### src/bpt_pkg.sv
// Shared constants and types of the buffered pulse train and square wave block.
// Assumes one 250 MHz clock and a 32-bit APB master that owns the register map.
package bpt_pkg;

	// Register byte offsets.
	localparam logic [7:0] A_CTRL = 8'h00;
	localparam logic [7:0] A_STAT = 8'h04;
	localparam logic [7:0] A_DELAY = 8'h08;
	localparam logic [7:0] A_IDLE = 8'h0c;
	localparam logic [7:0] A_ACT = 8'h10;
	localparam logic [7:0] A_SIDLE = 8'h14;
	localparam logic [7:0] A_SACT = 8'h18;
	localparam logic [7:0] A_COUNT = 8'h1c;
	localparam logic [7:0] A_WIDTH = 8'h20;
	localparam logic [7:0] A_INC = 8'h24;
	localparam logic [7:0] A_FREQ = 8'h28;
	localparam logic [7:0] A_PFT = 8'h2c;

	// Control field positions.
	localparam int unsigned C_ARM = 0;
	localparam int unsigned C_MODE = 1;
	localparam int unsigned C_REGEN = 4;
	localparam int unsigned C_FALL = 6;

	// Status field positions.
	localparam int unsigned S_UNDER = 1;
	localparam int unsigned S_REFUSED = 2;

	// Square wave control field positions.
	localparam int unsigned F_DIV = 0;
	localparam int unsigned F_SEL = 4;
	localparam int unsigned F_EN = 6;

	// Reset values.
	localparam logic [31:0] RST_ZERO = 32'h0;
	localparam logic [7:0] RST_INC = 8'h00;

	typedef enum logic [2:0] {
		MD_IMP_FIN,
		MD_IMP_CONT,
		MD_SCK_FIN,
		MD_SCK_CONT,
		MD_EQS
	} bpt_mode_t;

	typedef enum logic [1:0] {RG_STD, RG_FIFO, RG_NONE} bpt_regen_t;

	typedef enum logic [1:0] {TB_20M, TB_10M, TB_100K} bpt_tbsel_t;

	typedef enum logic [1:0] {PR_OFF, PR_PULSE, PR_SQUARE} bpt_route_t;

	typedef struct packed {
		logic [31:0] idle;
		logic [31:0] active;
	} bpt_samp_t;

endpackage

### src/bpt_gen.sv
// Buffered pulse train engine, square wave generator and terminal drivers.
// Assumes source, gate, sample clock and timebase levels are synchronous.
//
// Decided for this implementation: the register offsets and register access over APB.
module bpt_gen #(
	parameter int unsigned DEPTH = 16,
	parameter int unsigned NPFT = 8
) (
	// Clock and reset.
	input wire logic ref_clk_i,
	input wire logic rst_i,
	// APB slave.
	input wire logic psel_i,
	input wire logic penable_i,
	input wire logic pwrite_i,
	input wire logic [7:0] paddr_i,
	input wire logic [31:0] pwdata_i,
	output logic [31:0] prdata_o,
	output logic pready_o,
	output logic pslverr_o,
	// Counter inputs.
	input wire logic source_i,
	input wire logic gate_i,
	input wire logic sample_clk_i,
	// Timebases.
	input wire logic tb20m_i,
	input wire logic tb100k_i,
	// Outputs.
	output logic pulse_o,
	output logic square_wave_output_o,
	output logic [NPFT-1:0] programmable_function_terminal_o,
	output logic [NPFT-1:0] programmable_function_terminal_oe_o
);

	typedef enum logic [2:0] {
		S_IDLE, S_DELAY, S_LOW, S_HIGH, S_WAIT, S_DONE
	} bpt_state_t;

	localparam int unsigned AW = $clog2(DEPTH);

	logic [31:0] ctrl_q, dly_q, idl0_q, act0_q, sidl_q, count_q, wid_q;
	logic [7:0] inc_q;
	logic [6:0] freq_q;
	logic [2*NPFT-1:0] pft_q;
	logic [31:0] prdata_q;
	bpt_state_t st_q, st_d;
	logic [31:0] tick_q, tick_d, idle_q, idle_d, act_q, act_d;
	logic [31:0] eqd_q, eqd_d, left_q, left_d;
	logic pend_q, under_q, refused_q, arm_q, pulse_q;
	logic src_q, gate_q, sck_q;
	bpt_pkg::bpt_samp_t mem [DEPTH];
	logic [AW-1:0] wp_q, rp_q, pp_q;
	logic [AW:0] cnt_q;
	logic pop, take, under_set;

	// Register access decode.
	wire acc = psel_i & penable_i;
	wire wr = acc & pwrite_i;
	wire hit = paddr_i inside {bpt_pkg::A_CTRL, bpt_pkg::A_STAT,
		bpt_pkg::A_DELAY, bpt_pkg::A_IDLE, bpt_pkg::A_ACT, bpt_pkg::A_SIDLE,
		bpt_pkg::A_SACT, bpt_pkg::A_COUNT, bpt_pkg::A_WIDTH, bpt_pkg::A_INC,
		bpt_pkg::A_FREQ, bpt_pkg::A_PFT};
	wire wr_stat = wr & (paddr_i == bpt_pkg::A_STAT);
	wire push_req = wr & (paddr_i == bpt_pkg::A_SACT);
	assign pready_o = 1'b1;
	assign pslverr_o = acc & ~hit;

	// Mode decode.
	wire arm = ctrl_q[bpt_pkg::C_ARM];
	wire arm_rise = arm & ~arm_q;
	wire [2:0] mode = ctrl_q[bpt_pkg::C_MODE +: 3];
	wire [1:0] regen = ctrl_q[bpt_pkg::C_REGEN +: 2];
	wire is_eqs = mode == bpt_pkg::MD_EQS;
	wire is_sck = mode == bpt_pkg::MD_SCK_FIN || mode == bpt_pkg::MD_SCK_CONT;
	wire fin = mode == bpt_pkg::MD_IMP_FIN || mode == bpt_pkg::MD_SCK_FIN;
	wire nonreg = regen == bpt_pkg::RG_NONE;
	wire fifo_rg = regen == bpt_pkg::RG_FIFO && !fin;
	wire run = st_q != S_IDLE && st_q != S_DONE;

	// Active source edge selection.
	wire fall = ctrl_q[bpt_pkg::C_FALL];
	wire src_edge = fall ? (src_q & ~source_i) : (~src_q & source_i);
	wire last = src_edge && tick_q <= 32'h1;
	wire gate_rise = gate_i & ~gate_q;
	wire sck_rise = sample_clk_i & ~sck_q;
	wire sck_ok = is_sck && run && (!fin || left_q != 32'h0);
	wire [31:0] inc32 = {24'h0, inc_q};

	// Sample store.
	wire empty = cnt_q == '0;
	wire full = cnt_q == (AW + 1)'(DEPTH);
	wire refuse = push_req & (full | (fifo_rg & run));
	wire push = push_req & ~refuse;
	wire bpt_pkg::bpt_samp_t head = fifo_rg ? mem[pp_q] : mem[rp_q];
	wire [AW-1:0] pp_nx = (pp_q + AW'(1) == wp_q) ? rp_q : pp_q + AW'(1);

	always_comb begin
		st_d = st_q;
		tick_d = tick_q;
		idle_d = idle_q;
		act_d = act_q;
		eqd_d = eqd_q;
		left_d = left_q;
		pop = 1'b0;
		take = 1'b0;
		under_set = 1'b0;
		unique case (st_q)
			S_IDLE: if (arm_rise) begin
				if (is_eqs) begin
					st_d = S_WAIT;
					eqd_d = dly_q;
				end else if (is_sck) begin
					st_d = S_DELAY;
					tick_d = dly_q;
					idle_d = idl0_q;
					act_d = act0_q;
					left_d = count_q;
				end else begin
					st_d = S_WAIT;
				end
			end
			S_DELAY: if (src_edge) begin
				if (!last) begin
					tick_d = tick_q - 32'h1;
				end else if (is_eqs) begin
					st_d = S_HIGH;
					tick_d = wid_q;
				end else begin
					st_d = S_LOW;
					tick_d = idle_q;
				end
			end
			S_LOW: if (src_edge) begin
				if (!last) begin
					tick_d = tick_q - 32'h1;
				end else begin
					st_d = S_HIGH;
					tick_d = act_q;
				end
			end
			S_HIGH: if (src_edge) begin
				if (!last) begin
					tick_d = tick_q - 32'h1;
				end else if (is_eqs) begin
					st_d = S_WAIT;
					eqd_d = eqd_q + inc32;
				end else if (is_sck) begin
					take = pend_q;
					if (pend_q && !empty) begin
						pop = 1'b1;
						idle_d = head.idle;
						act_d = head.active;
					end else if (pend_q) begin
						under_set = nonreg;
					end
					st_d = S_LOW;
					tick_d = idle_d;
				end else if (!empty) begin
					pop = 1'b1;
					idle_d = head.idle;
					act_d = head.active;
					st_d = S_LOW;
					tick_d = idle_d;
				end else if (fin) begin
					st_d = S_DONE;
				end else begin
					st_d = S_WAIT;
					under_set = nonreg;
				end
			end
			S_WAIT: if (is_eqs) begin
				if (gate_rise) begin
					st_d = S_DELAY;
					tick_d = eqd_q;
				end
			end else if (!empty) begin
				pop = 1'b1;
				idle_d = head.idle;
				act_d = head.active;
				st_d = S_LOW;
				tick_d = idle_d;
			end else if (fin) begin
				st_d = S_DONE;
			end else begin
				under_set = nonreg;
			end
			S_DONE: st_d = S_DONE;
			default: st_d = S_IDLE;
		endcase
		if (sck_ok && sck_rise && fin) begin
			left_d = left_q - 32'h1;
		end
		if (!arm) begin
			st_d = S_IDLE;
		end
	end

	wire pend_d = (sck_ok & sck_rise) | (pend_q & ~take);
	wire under_d = under_set | (under_q & ~(wr_stat & pwdata_i[bpt_pkg::S_UNDER]));
	wire ref_d = refuse | (refused_q & ~(wr_stat & pwdata_i[bpt_pkg::S_REFUSED]));

	always_ff @(posedge ref_clk_i or posedge rst_i) begin
		if (rst_i) begin
			st_q <= S_IDLE;
			tick_q <= bpt_pkg::RST_ZERO;
			idle_q <= bpt_pkg::RST_ZERO;
			act_q <= bpt_pkg::RST_ZERO;
			eqd_q <= bpt_pkg::RST_ZERO;
			left_q <= bpt_pkg::RST_ZERO;
			{pend_q, under_q, refused_q, arm_q, pulse_q} <= 5'h0;
			{src_q, gate_q, sck_q} <= 3'h0;
		end else begin
			st_q <= st_d;
			tick_q <= tick_d;
			idle_q <= idle_d;
			act_q <= act_d;
			eqd_q <= eqd_d;
			left_q <= left_d;
			{pend_q, under_q, refused_q} <= {pend_d, under_d, ref_d};
			{arm_q, pulse_q} <= {arm, st_d == S_HIGH};
			{src_q, gate_q, sck_q} <= {source_i, gate_i, sample_clk_i};
		end
	end

	// Sample store pointers; standard regeneration consumes, FIFO replays in continuous modes.
	always_ff @(posedge ref_clk_i or posedge rst_i) begin
		if (rst_i) begin
			{wp_q, rp_q, pp_q} <= '0;
			cnt_q <= '0;
		end else begin
			wp_q <= push ? wp_q + AW'(1) : wp_q;
			rp_q <= (pop && !fifo_rg) ? rp_q + AW'(1) : rp_q;
			pp_q <= arm_rise ? rp_q : ((pop && fifo_rg) ? pp_nx : pp_q);
			cnt_q <= cnt_q + (AW + 1)'(push) - (AW + 1)'(pop && !fifo_rg);
		end
	end

	always_ff @(posedge ref_clk_i) begin
		if (push) begin
			mem[wp_q] <= '{idle: sidl_q, active: pwdata_i};
		end
	end

	// Read selection.
	wire [31:0] stat = {16'h0, 7'(cnt_q), 4'h0, full, empty,
		refused_q, under_q, run};
	wire [31:0] rd =
		paddr_i == bpt_pkg::A_CTRL ? ctrl_q :
		paddr_i == bpt_pkg::A_STAT ? stat :
		paddr_i == bpt_pkg::A_DELAY ? dly_q :
		paddr_i == bpt_pkg::A_IDLE ? idl0_q :
		paddr_i == bpt_pkg::A_ACT ? act0_q :
		paddr_i == bpt_pkg::A_SIDLE ? sidl_q :
		paddr_i == bpt_pkg::A_COUNT ? count_q :
		paddr_i == bpt_pkg::A_WIDTH ? wid_q :
		paddr_i == bpt_pkg::A_INC ? inc32 :
		paddr_i == bpt_pkg::A_FREQ ? {25'h0, freq_q} :
		paddr_i == bpt_pkg::A_PFT ? 32'(pft_q) : 32'h0;

	// Registers.
	always_ff @(posedge ref_clk_i or posedge rst_i) begin
		if (rst_i) begin
			{ctrl_q, dly_q, idl0_q, act0_q} <= '0;
			{sidl_q, count_q, wid_q} <= '0;
			inc_q <= bpt_pkg::RST_INC;
			freq_q <= '0;
			pft_q <= '0;
			prdata_q <= bpt_pkg::RST_ZERO;
		end else begin
			if (wr) begin
				unique case (paddr_i)
					bpt_pkg::A_CTRL: ctrl_q <= pwdata_i;
					bpt_pkg::A_DELAY: dly_q <= pwdata_i;
					bpt_pkg::A_IDLE: idl0_q <= pwdata_i;
					bpt_pkg::A_ACT: act0_q <= pwdata_i;
					bpt_pkg::A_SIDLE: sidl_q <= pwdata_i;
					bpt_pkg::A_COUNT: count_q <= pwdata_i;
					bpt_pkg::A_WIDTH: wid_q <= pwdata_i;
					bpt_pkg::A_INC: inc_q <= pwdata_i[7:0];
					bpt_pkg::A_FREQ: freq_q <= pwdata_i[6:0];
					bpt_pkg::A_PFT: pft_q <= pwdata_i[2*NPFT-1:0];
					default: ;
				endcase
			end
			if (psel_i && !penable_i) begin
				prdata_q <= rd;
			end
		end
	end

	assign prdata_o = prdata_q;
	assign pulse_o = pulse_q;

	// Square wave generator, separate from the pulse engine.
	logic tb20_q, half_q, lvl_q, sq_q, fen_q;
	logic [1:0] fsel_q;
	logic [4:0] fd_q;
	logic [3:0] fcnt_q;
	wire [1:0] fsel = fen_q ? fsel_q : freq_q[bpt_pkg::F_SEL +: 2];
	wire lvl = fsel == bpt_pkg::TB_20M ? tb20m_i :
		fsel == bpt_pkg::TB_10M ? half_q : tb100k_i;
	wire ftick = lvl & ~lvl_q;
	wire [4:0] low_len = (fd_q + 5'h1) >> 1;
	wire wrap = ftick && {1'b0, fcnt_q} + 5'h1 >= fd_q;
	wire reload = !fen_q || wrap;
	wire sq_d = !fen_q ? 1'b0 :
		fd_q == 5'h1 ? lvl : {1'b0, fcnt_q} >= low_len;

	always_ff @(posedge ref_clk_i or posedge rst_i) begin
		if (rst_i) begin
			{tb20_q, half_q, lvl_q, sq_q, fen_q} <= 5'h0;
			fsel_q <= 2'h0;
			fd_q <= 5'h1;
			fcnt_q <= 4'h0;
		end else begin
			tb20_q <= tb20m_i;
			half_q <= half_q ^ (tb20m_i & ~tb20_q);
			lvl_q <= lvl;
			sq_q <= sq_d;
			if (reload) begin
				fen_q <= freq_q[bpt_pkg::F_EN];
				fsel_q <= freq_q[bpt_pkg::F_SEL +: 2];
				fd_q <= {1'b0, freq_q[bpt_pkg::F_DIV +: 4]} + 5'h1;
				fcnt_q <= 4'h0;
			end else if (ftick) begin
				fcnt_q <= fcnt_q + 4'h1;
			end
		end
	end
	assign square_wave_output_o = sq_q;

	// Terminal routing.
	for (genvar i = 0; i < NPFT; i++) begin : g_pft
		wire [1:0] sel = pft_q[2*i +: 2];
		assign programmable_function_terminal_o[i] =
			sel == bpt_pkg::PR_SQUARE ? sq_q : pulse_q;
		assign programmable_function_terminal_oe_o[i] =
			sel == bpt_pkg::PR_PULSE || sel == bpt_pkg::PR_SQUARE;
	end
endmodule

### config.mk
export PLATFORM = sky130hd
export DESIGN_NAME = bpt_gen
export DESIGN_NICKNAME = d
export VERILOG_FILES = /design/src/bpt_pkg.sv /design/src/bpt_gen.sv
export SDC_FILE = /design/constraint.sdc
export NUM_CORES = 2
export LEC_CHECK = 0
export ABC_CLOCK_PERIOD_IN_PS = 16850
export BUFFER_PORTS_ARGS = -buffer_cell sky130_fd_sc_hd__buf_2
export CELL_PAD_IN_SITES_DETAIL_PLACEMENT = 0
export CELL_PAD_IN_SITES_GLOBAL_PLACEMENT = 1
export CORE_MARGIN = 5
export CORE_UTILIZATION = 38
export DETAILED_ROUTE_END_ITERATION = 8
export PLACE_DENSITY = 0.66
export SYNTH_ARGS = -nofsm -noshare
export SYNTH_HDL_FRONTEND = slang
export SYNTH_SLANG_ARGS = --single-unit
export TNS_END_PERCENT = 20
### constraint.sdc
create_clock -name ref_clk_i -period 16.85 [get_ports ref_clk_i]
set_input_delay 1.685 -clock ref_clk_i [delete_from_list [all_inputs] [get_ports ref_clk_i]]
set_output_delay 1.685 -clock ref_clk_i [all_outputs]
set_load 0.02 [all_outputs]
==> results by group <==
Global routing
  • Antenna violations before repair: 22
  • Gr usage total: 0.2404
  • First-pass GRT wire length: 354900 um
  • Vias in the first global route: 47890
  • GRT overflow: 0
  • Largest net degree at the start of global routing: 107

Critical path
  • CP cell instances: buf_2 > or4b_2 > nor4_1 > nor2b_1 > inv_1 > nor3_1 > and2_4 > buf_4
  • CP Class: in -> reg
  • Worst Setup End Kind: flop
  • Crit path max fanout: 42
  • CP startpoint kind: input pin
  • Delay of the slowest cell on the worst path: 830 ps
  • WP data arrival: 6170 ps
  • Worst Path Required: 17270 ps
  • Slowest cell on crit path: or4b_2

Power
  • Psw: 0.002074 W
  • Logic pwr share: 0.096
  • Seq pwr share: 0.475
  • Max IR drop VDD: 0.1229 mV
  • Leak: 29.82 nW
  • Internal power: 0.006485 W
  • Clk pwr share: 0.429
  • Pwr dens: 104.2 mW/mm^2
  • Switching Fraction: 0.2424

Cells and area
  • Fin nets: 5054
  • Top reg by flops: mem
  • Final Util: 0.4271
  • Layout cells sized above 1: 0.2603
  • Largest register FFs: 1024
  • Layout overhead on the synthesized area: 11.88%

Route
  • Vias: 48480
  • First-pass iteration count of the detailed router: 9
  • Drt total wl: 248100 um
  • Final ANT Viol Nets: 0
  • Drc violations: 4
  • Wirelength per Cell: 32.51 um
  • Vias per inst: 6.354
  • Initial DRC count: 5715

Yosys
  • Synth Area in Simple Gates: 0.05585
  • Largest family of logic cells by synthesized area: multiplexers
  • Syn_area_per_cell: 14.80 um^2
  • Adder-cell share of the synthesized area: 0.008041
  • Compound-Gate Fraction of Synth Area: 0.09539
  • Ys flop type: edfxtp_1
  • Synth top area share: 0.4187
  • Synthesized area: 0.07344 mm^2
  • Flops & latches, synth: 1515
  • Seq/Total Area, Yosys: 0.5860
  • Post-Synth XOR/XNOR Area: 0.006798
  • Gate Count Post-Synth: 4961
  • Ys async rst share: 0.3241
  • Number of flops mapped to enable cells by yosys: 1024
  • Largest cells by area after synthesis: edfxtp_1, dfrtp_1, mux4_2, mux2_2, mux2i_1
  • Yosys warning count: 0
  • Multiplexer area fraction after synthesis: 0.2242
  • Mapped Nets: 5057
  • Post-synth top area cell: edfxtp_1
  • Distinct cells, synth: 87

STA
  • Worst Tran Pin Value: 1419 ps
  • Max Freq: 173.8 MHz
  • Setup tns final: 0 ps
  • Final period util: 0.3414
  • RSZ-0062 raised after global routing: false
  • Final setup vio count: 0
  • Max-slew violations: 0
  • Final Hold Vio Count: 0
  • Slew HR: 0.05079
  • Min Tclk post-route: 5753 ps
  • Final Skew: 32.30 ps

Die
  • Die area: 0.2022 mm^2
  • Initial Util: 0.3818
  • Cell row count: 161
  • Die W: 449.6 um
  • Die H: 449.6 um
  • Core Area: 0.1924 mm^2
  • Ports: 102

Place
  • Input/output buffers: 100
  • Placer Congestion: 0.9052
  • DPL Wire Length: 155900 um

Clock network
  • Clk sinks: 1515
  • Worst-Skew Late Latency: 820 ps
  • PostCTS Resize Cnt: 0
  • Post-CTS setup buffer count: 0
  • Clock transition at path regs: 50 ps
  • # hold bufs at CTS: 0
  • CTS max path bufs: 3
  • Inserted Clock Buffers: 166
  • Root Buffer: clkbuf_16
  • H-tree depth: 4
  • TritonCTS clock tree: built

Worst hold path
  • Tightest Hold Check Type: reg -> reg

Job
  • Max capacitance violation total: 0

Status
  • Failing checks: DRC
  • Outcome: complete, but fails checks
-- cell usage after synthesis (27+ instances only) --
master and n:
clkbuf_1 247, mux2_2 279, o21ai_0 179, a21oi_1 257, nor2b_1 27, edfxtp_1 1024
a222oi_1 40, nor2_1 267, nand2_1 283, o22ai_1 46, mux2i_1 215, buf_2 32
nor3_1 72, and2_1 30, nand3_1 54, inv_1 62, mux4_2 496, dfrtp_1 490
a221oi_1 90, a22oi_1 97, a21o_1 28, buf_1 87, a221o_1 43, xnor2_1 37
ha_1 44
-- area by class of cell --
class | count | area (um^2)
Inverter | 63 | 249.0
Clock inverter | 90 | 959.7
Sequential cell | 1515 | 43070
Antenna cell | 8 | 20.02
Timing Repair Buffer | 205 | 1351
Fill cell | 17110 | 110200
Tap cell | 2526 | 3161
Clock buffer | 217 | 4477
Multi-Input combinational cell | 3007 | 28890
-- metrics by stage --
stage	std cells	cell area (um^2)	power, W	setup slack (ps)	hold WS (ps)
floorplan	4961	73440	0.004710	1462	409.0
global placement	7316	76710	0.004967	10320	460.4
detailed placement	7316	76710	0.004973	10310	461.9
CTS	7623	82140	0.008629	11130	473.6
global route	7628	82160	0.008833	10970	499.9
finish	7631	82170	0.008559	11100	472.4
-- final timing paths --
kind,from,slack [ps],to,cells past startpoint
max,paddr_i[5],11100,mem[3][16],8
min,half_q,470,half_q,1
max reg2reg,tick_q[6],11770,cnt_q[4],14
min reg2reg,half_q,470,half_q,1
max in group asynchronous,rst_i,13490,cnt_q[1],4
min in group asynchronous,rst_i,980,fcnt_q[1],2
-- worst max-delay path, delay by kind of cell --
| kind | cells | cell delay, ps |
|---|---|---|
| buf+inv | 3 | 1090 |
| simple gates | 5 | 3330 |
-- logic make-up (layout without fill, tap and decap cells) --
group / count (synthesis) / count (layout)
flops: 1515 / 1515
compound gates: 1029 / 1029
mux: 990 / 990
simple gates: 884 / 884
buf+inv: 439 / 575
xor+xnor: 57 / 57
fa+ha+maj: 46 / 46
other cells: 1 / 9
-- metal layers --
metal / wire length [um] / GRT usage / vias to the layer above / part of all wire
met3: 20570 / 0.05031 / 445 / 0.083
met5: 71 / 0 / - / 0.00029
met1: 100300 / 0.3246 / 25730 / 0.40
li1: - / - / 20020 / -
met4: 10410 / 0.09238 / 10 / 0.042
met2: 116700 / 0.3838 / 2278 / 0.47
-- power by group through the flow --
stage,combinational (W),clock (W),sequential (W)
global route,0.000880,0.00388,0.00407
floorplan,0.000608,0,0.00410
CTS,0.000832,0.00373,0.00407
finish,0.000822,0.00367,0.00407
global placement,0.000824,0,0.00414
detailed placement,0.000830,0,0.00414
-- placed cells by master (no fill, tap or decap), types with 20 or more instances in the layout --
cell type / n
mux4_2: 496
clkbuf_16: 167
nand2_1: 278
o21ai_1: 20
a222oi_1: 40
nor2_1: 258
clkbuf_1: 39
edfxtp_1: 1024
clkinv_1: 27
buf_2: 100
o211ai_1: 20
dfrtp_1: 482
mux2i_1: 215
buf_4: 100
ha_1: 44
a221oi_1: 90
nor2b_1: 24
o22ai_1: 46
a31oi_1: 25
mux2_2: 279
a22oi_1: 97
a221o_1: 43
nand3_1: 52
a21o_1: 28
clkinv_2: 25
a21oi_1: 257
xnor2_1: 36
inv_1: 59
a211oi_1: 24
nor3_1: 70
o21ai_0: 177
Power figures use the tool's default switching activity.
